### src/rmt_pkg.sv
// Purpose: shared constants and carrier types of the receiver modem tuning
//          register bank
// Assumes: 8-bit register port, modem clock at 125 MHz
// Notes:   every offset, field position and reset value is named here once, except RST_AFC_GEAR and RST_GAIN_LO, which are rmt_regs parameters
package rmt_pkg;

    // register offsets
    localparam logic [7:0] ADDR_BAT      = 8'h1b;
    localparam logic [7:0] ADDR_FILT     = 8'h1c;
    localparam logic [7:0] ADDR_AFC_GEAR = 8'h1d;
    localparam logic [7:0] ADDR_AFC_TIME = 8'h1e;
    localparam logic [7:0] ADDR_GSHIFT   = 8'h1f;
    localparam logic [7:0] ADDR_OSR_LO   = 8'h20;
    localparam logic [7:0] ADDR_OFF_HI   = 8'h21;
    localparam logic [7:0] ADDR_GAIN_HI  = 8'h24;
    localparam logic [7:0] ADDR_GAIN_LO  = 8'h25;

    // reset values
    localparam logic [7:0] RST_FILT     = 8'h01;
    localparam logic [5:0] RST_AFC_TIME = 6'h0a;
    localparam logic [7:0] RST_GSHIFT   = 8'h03;
    localparam logic [7:0] RST_OSR_LO   = 8'h64;
    localparam logic [7:0] RST_OFF_HI   = 8'h01;
    localparam logic [2:0] RST_GAIN_HI  = 3'h2;

    // field positions
    localparam int SKIP_BIT      = 7;
    localparam int DEC_LSB       = 4;
    localparam int FILSET_LSB    = 0;
    localparam int HALVE_BIT     = 7;
    localparam int AFC_EN_BIT    = 6;
    localparam int GEARH_LSB     = 4;
    localparam int GEARL_LSB     = 0;
    localparam int SHW_LSB       = 3;
    localparam int ANW_LSB       = 0;
    localparam int RXRDY_BIT     = 6;
    localparam int FAST_LSB      = 3;
    localparam int SLOW_LSB      = 0;
    localparam int OSRH_LSB      = 5;
    localparam int STALL_BIT     = 4;
    localparam int NCOH_LSB      = 0;

    // widths
    localparam int VBAT_W        = 5;
    localparam int OSR_W         = 11;
    localparam int GAIN_W        = 11;
    localparam int OSR_FRAC_W    = 3;

    // timing
    localparam int CLK_FREQ_KHZ  = 125_000;
    localparam int VBAT_SLEEP_MS = 1000;
    localparam int VBAT_SLEEP_CYC = VBAT_SLEEP_MS * CLK_FREQ_KHZ;
    localparam int SHW_TB_PER_UNIT = 2;

    typedef struct packed {
        logic              third_decimator_skip;
        logic [2:0]        dec_exp;
        logic [3:0]        filset;
        logic              afc_halve_tol;
        logic              afc_en;
        logic [1:0]        gear_high;
        logic [3:0]        gear_low;
        logic [2:0]        short_wait;
        logic [2:0]        ant_wait;
        logic              rxready;
        logic [2:0]        cr_fast;
        logic [2:0]        cr_slow;
        logic [OSR_W-1:0]  osr;
        logic              stall;
        logic [3:0]        nco_high;
        logic [GAIN_W-1:0] crgain;
    } rmt_cfg_s;

endpackage

### src/rmt_bat_meas.sv
// Purpose: battery level capture, paced by the sleep state
// Assumes: converter delivers a code with a valid pulse
// Notes:   the period counter restarts whenever sleep is entered
`timescale 1ns/1ns
module rmt_bat_meas #(
    parameter int SLEEP_CYC = rmt_pkg::VBAT_SLEEP_CYC
) (
    input  wire logic                     i_mclk,
    input  wire logic                     i_rst_n,
    input  wire logic                     i_sleep,
    input  wire logic                     i_conv_valid,
    input  wire logic [rmt_pkg::VBAT_W-1:0] i_conv_code,
    output logic      [rmt_pkg::VBAT_W-1:0] o_vbat,
    output logic                          o_update
);
    logic [31:0] per_cnt_ff;
    logic        due_ff;
    logic        take;

    // RULE2 sleep pacing
    assign take = i_conv_valid && (!i_sleep || due_ff);

    always_ff @(posedge i_mclk or negedge i_rst_n) begin
        if (!i_rst_n) begin
            per_cnt_ff <= 32'h0000_0000;
            due_ff     <= 1'b0;
        end else if (!i_sleep || take) begin
            per_cnt_ff <= 32'h0000_0000;
            due_ff     <= 1'b0;
        end else if (per_cnt_ff == 32'(SLEEP_CYC - 1)) begin
            due_ff     <= 1'b1;
        end else begin
            per_cnt_ff <= per_cnt_ff + 32'h0000_0001;
        end
    end

    // RULE1 five-bit level
    always_ff @(posedge i_mclk or negedge i_rst_n) begin
        if (!i_rst_n) begin
            o_vbat   <= '0;
            o_update <= 1'b0;
        end else begin
            o_update <= take;
            if (take) begin
                o_vbat <= i_conv_code;
            end
        end
    end
endmodule // rmt_bat_meas

### src/rmt_regs.sv
// Purpose: modem tuning register bank: battery level, filter decimation,
//          frequency correction loop and bit clock recovery settings
// Assumes: plain register port, read data one cycle after the read strobe
// Notes:   unmapped offsets read zero and ignore writes
//
// Strobed register access was decided locally.
`timescale 1ns/1ns
// Behaviour
// RULE1: battery level five bits, read only
// RULE2: sleep refreshes level each second, else continuous
// RULE3: filter bit 7 skips third decimator
// RULE4: decimation exponent 6:4, coefficient set 3:0
// RULE5: gear bit 7 halves tolerated error
// RULE6: gear bit 6 enables loop, gears 5:4/3:0
// RULE7: pre-preamble wait (field+1) times two bits
// RULE8: zero short wait disables pre-preamble correction
// RULE9: timing bits 2:0 antenna wait in bits
// RULE10: gain shifted fast before, slow after preamble
// RULE11: software sets fast 000, slow 101
// RULE12: software sets noise bit only in direct mode
// RULE13: oversampling eleven bits, three fractional
// RULE14: oversampling upper bits from offset-high 7:5
// RULE15: software computes oversampling value
// RULE16: software keeps oversampling at least eight
// RULE17: software rewrites rate, offset, gain on change
// RULE18: offset-high 3:0 oscillator bits, bit 4 stall
// RULE19: software computes oscillator offset
// RULE20: defaults give 40 kbps, no Manchester
// RULE21: loop gain eleven bits in two registers
// RULE22: preamble indication steers gearshift and correction
module rmt_regs #(
    parameter int         SLEEP_CYC   = rmt_pkg::VBAT_SLEEP_CYC,
    parameter logic [7:0] RST_AFC_GEAR = 8'h40,
    parameter logic [7:0] RST_GAIN_LO  = 8'h00
) (
    input  wire logic                       i_mclk,
    input  wire logic                       i_rst_n,
    input  wire logic [7:0]                 i_addr,
    input  wire logic [7:0]                 i_wdata,
    input  wire logic                       i_wr,
    input  wire logic                       i_rd,
    output logic      [7:0]                 o_rdata,
    input  wire logic                       i_sleep,
    input  wire logic                       i_conv_valid,
    input  wire logic [rmt_pkg::VBAT_W-1:0] i_conv_code,
    input  wire logic                       i_preamble_det,
    input  wire logic                       i_bit_tick,
    input  wire logic                       i_ant_switch,
    output rmt_pkg::rmt_cfg_s               o_cfg,
    output logic      [7:0]                 o_osr_int,
    output logic      [rmt_pkg::GAIN_W-1:0] o_bcr_gain,
    output logic                            o_afc_active,
    output logic                            o_afc_step,
    output logic                            o_ant_busy
);
    logic [7:0] filt_ff;
    logic [7:0] gear_ff;
    logic [5:0] time_ff;
    logic [7:0] gshift_ff;
    logic [7:0] osr_lo_ff;
    logic [7:0] off_hi_ff;
    logic [2:0] gain_hi_ff;
    logic [7:0] gain_lo_ff;
    logic [7:0] rdata_ff;
    logic [rmt_pkg::VBAT_W-1:0] vbat;
    logic [3:0] wait_cnt_ff;
    logic [3:0] wait_tgt;
    logic [2:0] ant_cnt_ff;
    logic [rmt_pkg::GAIN_W-1:0] gain_ff;
    logic [rmt_pkg::GAIN_W-1:0] nxt_gain;
    logic       afc_step_ff;
    logic       pre_active;
    logic [7:0] rd_val;
    rmt_pkg::rmt_cfg_s cfg;

    rmt_bat_meas #(
        .SLEEP_CYC (SLEEP_CYC)
    ) u_bat (
        .i_mclk       (i_mclk),
        .i_rst_n      (i_rst_n),
        .i_sleep      (i_sleep),
        .i_conv_valid (i_conv_valid),
        .i_conv_code  (i_conv_code),
        .o_vbat       (vbat),
        .o_update     ()
    );

    // RULE20 reset defaults
    always_ff @(posedge i_mclk or negedge i_rst_n) begin
        if (!i_rst_n) begin
            filt_ff    <= rmt_pkg::RST_FILT;
            gear_ff    <= RST_AFC_GEAR;
            time_ff    <= rmt_pkg::RST_AFC_TIME;
            gshift_ff  <= rmt_pkg::RST_GSHIFT;
            osr_lo_ff  <= rmt_pkg::RST_OSR_LO;
            off_hi_ff  <= rmt_pkg::RST_OFF_HI;
            gain_hi_ff <= rmt_pkg::RST_GAIN_HI;
            gain_lo_ff <= RST_GAIN_LO;
        end else if (i_wr) begin
            unique case (i_addr)
                rmt_pkg::ADDR_FILT:     filt_ff    <= i_wdata;
                rmt_pkg::ADDR_AFC_GEAR: gear_ff    <= i_wdata;
                rmt_pkg::ADDR_AFC_TIME: time_ff    <= i_wdata[5:0];
                rmt_pkg::ADDR_GSHIFT:   gshift_ff  <= i_wdata;
                rmt_pkg::ADDR_OSR_LO:   osr_lo_ff  <= i_wdata;
                rmt_pkg::ADDR_OFF_HI:   off_hi_ff  <= i_wdata;
                rmt_pkg::ADDR_GAIN_HI:  gain_hi_ff <= i_wdata[2:0];
                rmt_pkg::ADDR_GAIN_LO:  gain_lo_ff <= i_wdata;
                // battery level is read only; other offsets are ignored
                default: ;
            endcase
        end
    end

    // field decode
    always_comb begin
        // RULE3 decimator skip
        cfg.third_decimator_skip = filt_ff[rmt_pkg::SKIP_BIT];
        // RULE4 decimation and coefficients
        cfg.dec_exp    = filt_ff[rmt_pkg::DEC_LSB +: 3];
        cfg.filset     = filt_ff[rmt_pkg::FILSET_LSB +: 4];
        // RULE5 halve tolerance
        cfg.afc_halve_tol = gear_ff[rmt_pkg::HALVE_BIT];
        // RULE6 loop enable and gears
        cfg.afc_en     = gear_ff[rmt_pkg::AFC_EN_BIT];
        cfg.gear_high  = gear_ff[rmt_pkg::GEARH_LSB +: 2];
        cfg.gear_low   = gear_ff[rmt_pkg::GEARL_LSB +: 4];
        cfg.short_wait = time_ff[rmt_pkg::SHW_LSB +: 3];
        // RULE9 antenna wait field
        cfg.ant_wait   = time_ff[rmt_pkg::ANW_LSB +: 3];
        cfg.rxready    = gshift_ff[rmt_pkg::RXRDY_BIT];
        cfg.cr_fast    = gshift_ff[rmt_pkg::FAST_LSB +: 3];
        cfg.cr_slow    = gshift_ff[rmt_pkg::SLOW_LSB +: 3];
        // RULE14 oversampling assembly
        cfg.osr        = {off_hi_ff[rmt_pkg::OSRH_LSB +: 3], osr_lo_ff};
        // RULE18 oscillator high bits and stall
        cfg.stall      = off_hi_ff[rmt_pkg::STALL_BIT];
        cfg.nco_high   = off_hi_ff[rmt_pkg::NCOH_LSB +: 4];
        // RULE21 eleven-bit loop gain
        cfg.crgain     = {gain_hi_ff, gain_lo_ff};
    end

    // config goes out from flip-flops directly
    assign o_cfg = cfg;

    // RULE13 integer cycles per bit
    assign o_osr_int = cfg.osr[rmt_pkg::OSR_W-1:rmt_pkg::OSR_FRAC_W];

    // RULE10 gearshift on preamble
    // RULE22 preamble steers gain
    assign nxt_gain = i_preamble_det ? (cfg.crgain >> cfg.cr_slow)
                                     : (cfg.crgain >> cfg.cr_fast);

    always_ff @(posedge i_mclk or negedge i_rst_n) begin
        if (!i_rst_n) begin
            gain_ff <= '0;
        end else begin
            gain_ff <= nxt_gain;
        end
    end
    assign o_bcr_gain = gain_ff;

    // RULE8 zero wait disables
    // RULE22 preamble ends the wait phase
    assign pre_active = cfg.afc_en && !i_preamble_det &&
                        (cfg.short_wait != 3'h0);
    assign o_afc_active = cfg.afc_en &&
                          (i_preamble_det || cfg.short_wait != 3'h0);

    // RULE7 short wait length
    assign wait_tgt = 4'((cfg.short_wait + 4'h1) * rmt_pkg::SHW_TB_PER_UNIT);

    always_ff @(posedge i_mclk or negedge i_rst_n) begin
        if (!i_rst_n) begin
            wait_cnt_ff <= 4'h0;
            afc_step_ff <= 1'b0;
        end else if (!pre_active) begin
            wait_cnt_ff <= 4'h0;
            afc_step_ff <= 1'b0;
        end else if (i_bit_tick && wait_cnt_ff == wait_tgt - 4'h1) begin
            wait_cnt_ff <= 4'h0;
            afc_step_ff <= 1'b1;
        end else begin
            wait_cnt_ff <= wait_cnt_ff + {3'h0, i_bit_tick};
            afc_step_ff <= 1'b0;
        end
    end
    assign o_afc_step = afc_step_ff;

    // RULE9 antenna wait countdown
    always_ff @(posedge i_mclk or negedge i_rst_n) begin
        if (!i_rst_n) begin
            ant_cnt_ff <= 3'h0;
        end else if (i_ant_switch) begin
            ant_cnt_ff <= cfg.ant_wait;
        end else if (i_bit_tick && ant_cnt_ff != 3'h0) begin
            ant_cnt_ff <= ant_cnt_ff - 3'h1;
        end
    end
    assign o_ant_busy = (ant_cnt_ff != 3'h0);

    // read mux; reserved bits read zero
    always_comb begin
        unique case (i_addr)
            // RULE1 battery level read
            rmt_pkg::ADDR_BAT:      rd_val = {3'h0, vbat};
            rmt_pkg::ADDR_FILT:     rd_val = filt_ff;
            rmt_pkg::ADDR_AFC_GEAR: rd_val = gear_ff;
            rmt_pkg::ADDR_AFC_TIME: rd_val = {2'h0, time_ff};
            rmt_pkg::ADDR_GSHIFT:   rd_val = gshift_ff;
            rmt_pkg::ADDR_OSR_LO:   rd_val = osr_lo_ff;
            rmt_pkg::ADDR_OFF_HI:   rd_val = off_hi_ff;
            rmt_pkg::ADDR_GAIN_HI:  rd_val = {5'h00, gain_hi_ff};
            rmt_pkg::ADDR_GAIN_LO:  rd_val = gain_lo_ff;
            default:                rd_val = 8'h00;
        endcase
    end

    // data stands only in the cycle after the strobe
    always_ff @(posedge i_mclk or negedge i_rst_n) begin
        if (!i_rst_n) begin
            rdata_ff <= 8'h00;
        end else begin
            rdata_ff <= i_rd ? rd_val : 8'h00;
        end
    end
    assign o_rdata = rdata_ff;
endmodule // rmt_regs

### config.mk
export PLATFORM = sky130hd
export DESIGN_NAME = rmt_regs
export DESIGN_NICKNAME = d
export VERILOG_FILES = /design/src/rmt_pkg.sv /design/src/rmt_bat_meas.sv /design/src/rmt_regs.sv
export SDC_FILE = /design/constraint.sdc
export NUM_CORES = 1
export LEC_CHECK = 0
export BUFFER_PORTS_ARGS = -buffer_cell sky130_fd_sc_hd__buf_4
export CAP_MARGIN = 15
export CORE_MARGIN = 1.5
export CORE_UTILIZATION = 52
export DETAILED_ROUTE_END_ITERATION = 10
export GPL_ROUTABILITY_DRIVEN = 0
export PLACE_DENSITY = 0.77
export SETUP_SLACK_MARGIN = 0.02
export SLEW_MARGIN = 20
export SYNTH_ARGS = -nofsm -noshare
export SYNTH_HDL_FRONTEND = slang
export SYNTH_SLANG_ARGS = --single-unit
export TNS_END_PERCENT = 20
### constraint.sdc
create_clock -name i_mclk -period 2.35 [get_ports i_mclk]
set_input_delay 0.1175 -clock i_mclk [delete_from_list [all_inputs] [get_ports i_mclk]]
set_output_delay 0.1175 -clock i_mclk [all_outputs]
set_load 0.02 [all_outputs]
======== Word level (Yosys, flattened, before mapping) ========
Cells that the tools add are included.
storage, ports and cells
  output and inout bits ................... 86
  input bits .............................. 30
  register bits ........................... 122
cells by class
  reduce and logical (&&, ||, !) cells .... 23
  multiplexer cells ....................... 13
  $add $sub $neg .......................... 5
  shift-type cells ........................ 2
  eq/ne operators ......................... 12
operator list
  kind                     number
  $pmux W8 S9              1
  $mux W32                 2
  $eq A8 B5 Y1 const B     5
  $add A32 B1 Y32 const B  1
  $eq A32 B27 Y1 const B   1
  $eq A8 B6 Y1 const B     4
  $shr A11 B3 Y11          2
  $reduce_and A2 Y1        8
  $mux W11                 1
  $mux W4                  2
  $mux W8                  1
  $logic_and A1 B1 Y1      6
  $mux W3                  2
  $reduce_bool A3 Y1       2
  $add A4 B1 Y4            1
  $eq A4 B4 Y1             1
  $mux W1                  4
  $reduce_bool A2 Y1       2
  $sub A4 B1 Y4 const B    1
  $add A3 B1 Y3 const B    1
  $logic_or A1 B1 Y1       3
  $sub A3 B1 Y3 const B    1
  $logic_not A1 Y1         2
  $ne A2 B1 Y1 const B     1

======== Depth between registers and ports, before layout ========
  word-level depth ........................ 6
  mapped depth ............................ 7
  depth with buffers taken out ............ 7

======== By module ========
From an unflattened synthesis, not the netlist that was laid out.
unflattened totals
  cell total of the unflattened synthesis .. 546
  area total of the unflattened synthesis .. 6309.8 um2
modules (own cells, without submodules)
  module        times used  sequential area each (um2)  area each (um2)  cells each
  rmt_regs      1           2115.8                      4347.9           338
  rmt_bat_meas  1           975.9                       1961.9           208

======== Worst setup path after synthesis ========
Ideal clock, no wire load.
  path type ............................... register to register
  from .................................... register u_bat.per_cnt_ff[0]
  to ...................................... register u_bat.per_cnt_ff[26]
  data required time ...................... 2.272 ns
  path slack .............................. 0.551 ns
  setup time .............................. 0.078 ns
  cell stages (with the launch flop) ...... 7
  buffers on the path ..................... 0
  period minus slack after synthesis ...... 1.799 ns
  arrival time ............................ 1.721 ns
  cells stage by stage .................... dfrtp_1 ha_1 nand3_1 nor4_4 nand2_2 or3_1 a21oi_1
on the way
  longest elaborated chain between the ends .. 3
  elaborated cells between the ends (all ways) .. 5
  those cells by class .................... 1 x add/sub; 2 x eq/ne; 2 x mux
ends and longest elaborated chain
  what                    line                source
  from (decl)             rmt_bat_meas.sv:16  logic [31:0] per_cnt_ff;
  from (signal assigned)  rmt_bat_meas.sv:33  per_cnt_ff <= per_cnt_ff + 32'h0000_0001;
  $add A32 B1 Y32         rmt_bat_meas.sv:33
  $mux W32                rmt_bat_meas.sv:30  end else if (per_cnt_ff == 32'(SLEEP_CYC - 1)) begin
  $mux W32                rmt_bat_meas.sv:27  end else if (!i_sleep || take) begin
Parallel ways exist; a longest one is shown, timed or not. The select of a mux whose other input is x is not followed.
A chain may end at the register's enable or synchronous reset.

======== Worst setup path after layout ========
  from .................................... register u_bat.per_cnt_ff[1]
  to ...................................... register u_bat.per_cnt_ff[26]
Same word-level chain as after synthesis.

==> flow_metrics.env <==
export IMPL_regArea_mm2=0.00307
export IMPL_htreeDepth=4
export IMPL_path_cells="ha_1 > nand3_1 > nor4_4 > nand2_2 > or3_1 > a21oi_1"
export IMPL_cp_depth=6
export IMPL_layout_nets=713
export IMPL_worstSetupEndpointType="flip-flop"
export IMPL_cp_slowest_cell="nor4_4"
export IMPL_syn_inst=556
export IMPL_multi_input_area_mm2=0.00295
export IMPL_vias=4935
export IMPL_synth_cell_types=60
export IMPL_setup_tns_ns=0
export IMPL_finalWirelength_mm=16.3
export IMPL_post_route_min_period_ns=2.02
export IMPL_initial_core_util_pct=54.0
export IMPL_crit_fanout=8
export IMPL_worst_pin_slew_ns=0.713
export IMPL_fin_ws_ns=0.332
export IMPL_drive_gt1_share_pct=37.0
export IMPL_io_pins=116
export IMPL_ir_worst_vdd_v=0.000336
export IMPL_dp_slack_ns=0.331
export IMPL_final_antenna_net_count=0
export IMPL_antenna_found_initial=0
export IMPL_r2r_worst_path_cells=6
export IMPL_root_buffer="clkbuf_16"
export IMPL_rows=39
export IMPL_failed_checks="DRC"
export IMPL_hp_class="primary input to flip-flop"
export IMPL_grtUsageTotal_pct=26.8
export IMPL_ys_async_sr_fraction_pct=100
export IMPL_synth_edf_count=0
export IMPL_drt_first_pass_iters=9
export IMPL_path_class="flip-flop to flip-flop"
export IMPL_start_kind="flip-flop"
export IMPL_yosysWarningCount=0
export IMPL_final_cell_mix="buf_4 (123), dfrtp_1 (111), mux2_2 (71)"
export IMPL_drc=15
export IMPL_max_freq_ghz=0.496
export IMPL_syn_area_per_cell_um2=11.2
export IMPL_portBuffers=115
export IMPL_cts_buffer_depth=2
export IMPL_grt_overflow=0
export IMPL_drt_vias_per_instance=5.92
export IMPL_grt_pass1_wl_mm=26.0
export IMPL_rsz0062_at_grt="false"
export IMPL_die_h_um=113
export IMPL_clkTransAtPathRegs_ns=0.05
export IMPL_synth_seq_cells=122
export IMPL_place_hpwl_mm=11.7
export IMPL_synth_area_mm2=0.00624
export IMPL_coreArea_mm2=0.0116
export IMPL_final_common_cell="buf_4"
export IMPL_syn_num_nets=592
export IMPL_postCtsHoldBufs=11
export IMPL_die_w_um=113
export IMPL_setup_viol=0
export IMPL_n_antenna_cell=0
export IMPL_finalCritPeriodShare_pct=85.9
export IMPL_grt_pass1_vias=4964
export IMPL_whs_path_depth=2
export IMPL_crit_buf_inv=0
export IMPL_arrival_ns=2.37
export IMPL_power_density_mw_per_mm2=728
export IMPL_finClkSkew_ns=0.00720
export IMPL_critPathMaxStageDelay_ns=0.51
export IMPL_die_area_mm2=0.0127
export IMPL_routedWlPerCell_um=19.6
export IMPL_drt_iter0_markers=360
export IMPL_clk_latency_ns=0.42
export IMPL_cts_tree="done"
export IMPL_fillers=826
export IMPL_slew_viol_final=0
export IMPL_synth_seq_area_share_pct=49.1
export IMPL_slew_headroom_pct=51.1
export IMPL_outcome="finished with violations"
export IMPL_syn2layout_area_growth_pct=26.9
export IMPL_finalHoldViolations=0
export IMPL_grt_max_degree=58
export IMPL_cts_buffers=17
export IMPL_leakage_nw=3.88
export IMPL_post_cts_repair_setup_buffers=0
export IMPL_ctsResizeCount=0
export IMPL_crit_family="simple AND/OR/NAND/NOR gates"
export IMPL_required_ns=2.70
export IMPL_cts_sinks=122
export IMPL_cap_viol_max_count=0
export IMPL_synth_flop_cell="dfrtp_1"
[kinds of logic (layout without fill, tap and decap cells)]
family | count (synthesis) | after routing | share of synthesized area, %
AO/OA/AOI/OAI | 68 | 68 | 7.15
XOR/XNOR | 26 | 26 | 3.65
adder cells (fa/ha/maj) | 6 | 6 | 1.20
buffers and inverters | 41 | 175 | 3.63
flip-flops | 122 | 122 | 49.1
multiplexers | 100 | 100 | 17.7
AND/OR/NAND/NOR | 193 | 193 | 17.6
[routing by layer]
metal  share of wire (%)  track usage, %
met5                   0               0
met4                 2.6            10.6
met3                 6.9            7.18
met2                  51            45.2
met1                  40            32.9
[per-stage QoR]
stage	hold slack (ns)	utilization [%]	power, mW	instances	cell area, µm²
4_1_cts	0.00102	68.5	5.80	833	7920
3_5_place_dp	0.174	62.0	2.98	790	7170
2_1_floorplan	-0.178	-	2.68	556	6240
3_3_place_gp	0.168	62.0	2.95	790	7170
5_1_grt	0.0110	68.5	5.95	833	7920
6_report	0.00668	68.5	5.77	833	7920
[cell type report]
cell class	instances	share of cell area [%]
inverters	8	0.379
flip-flops and latches	122	38.7
repair buffers	135	13.3
clock buffers	25	6.38
well taps	143	2.26
clock inverters	7	1.71
multi-input cells	393	37.3
[final timing paths]
check	start	endpoint	slack (ns)
min	i_wdata[1]	gain_lo_ff[1]$_DFFE_PN0P_	0.007
min in group asynchronous	i_rst_n	osr_lo_ff[4]$_DFFE_PN0P_	0.26
max in group asynchronous	i_rst_n	filt_ff[0]$_DFFE_PN1P_	1.31
max reg2reg	u_bat.per_cnt_ff[1]$_DFFE_PN0P_	u_bat.per_cnt_ff[26]$_DFFE_PN0P_	0.33
min reg2reg	u_bat.o_vbat[1]$_DFFE_PN0P_	u_bat.o_vbat[1]$_DFFE_PN0P_	0.51
max	u_bat.per_cnt_ff[1]$_DFFE_PN0P_	u_bat.per_cnt_ff[26]$_DFFE_PN0P_	0.33
[flip-flops by register name, indices dropped and copies added (netlist names), 5 cells and up]
signal            count
o_rdata               8
gshift_ff             8
u_bat.o_vbat          5
filt_ff               8
o_bcr_gain           11
osr_lo_ff             8
off_hi_ff             8
time_ff               6
gain_lo_ff            8
u_bat.per_cnt_ff     32
gear_ff               8
[power breakdown]
part / total, mW / switching, mW / internal [mW] / leakage, nW
Clock: 2.80 / 0.891 / 1.91 / 0.317
Sequential: 2.29 / 0.0856 / 2.20 / 1.64
Combinational: 0.676 / 0.387 / 0.290 / 1.92
Total: 5.77 / 1.36 / 4.40 / 3.88
[cell usage after synthesis, types with 2 or more instances]
cell type	n	share of area [%]
dfrtp_1	111	44
ha_1	6	1.2
nand2b_1	3	0.30
nor3b_4	2	0.60
nor2_2	3	0.30
xor2_1	18	2.5
nand2_1	42	2.5
nor4_4	2	0.68
a22oi_1	7	0.84
o21ai_0	16	1.3
mux2_2	71	13
and3_1	10	1.0
a22o_1	6	0.84
mux2i_1	28	4.5
dfstp_2	11	4.6
xnor2_1	8	1.1
clkbuf_1	7	0.42
nor4_1	6	0.60
nor2b_1	5	0.50
nand3b_1	3	0.36
buf_1	3	0.18
a21oi_1	16	1.3
buf_2	7	0.56
nand4_1	13	1.3
inv_1	8	0.48
buf_4	15	1.8
o21a_1	2	0.24
and3_2	2	0.24
a31oi_1	7	0.70
nor2_1	49	2.9
nor3_1	3	0.24
a2bb2oi_1	2	0.28
or3_1	9	0.90
nand3_1	21	1.7
and2_1	5	0.50
nor3_4	2	0.52
a32o_1	3	0.48
and4_1	2	0.28
Power figures use the tool's default switching activity.
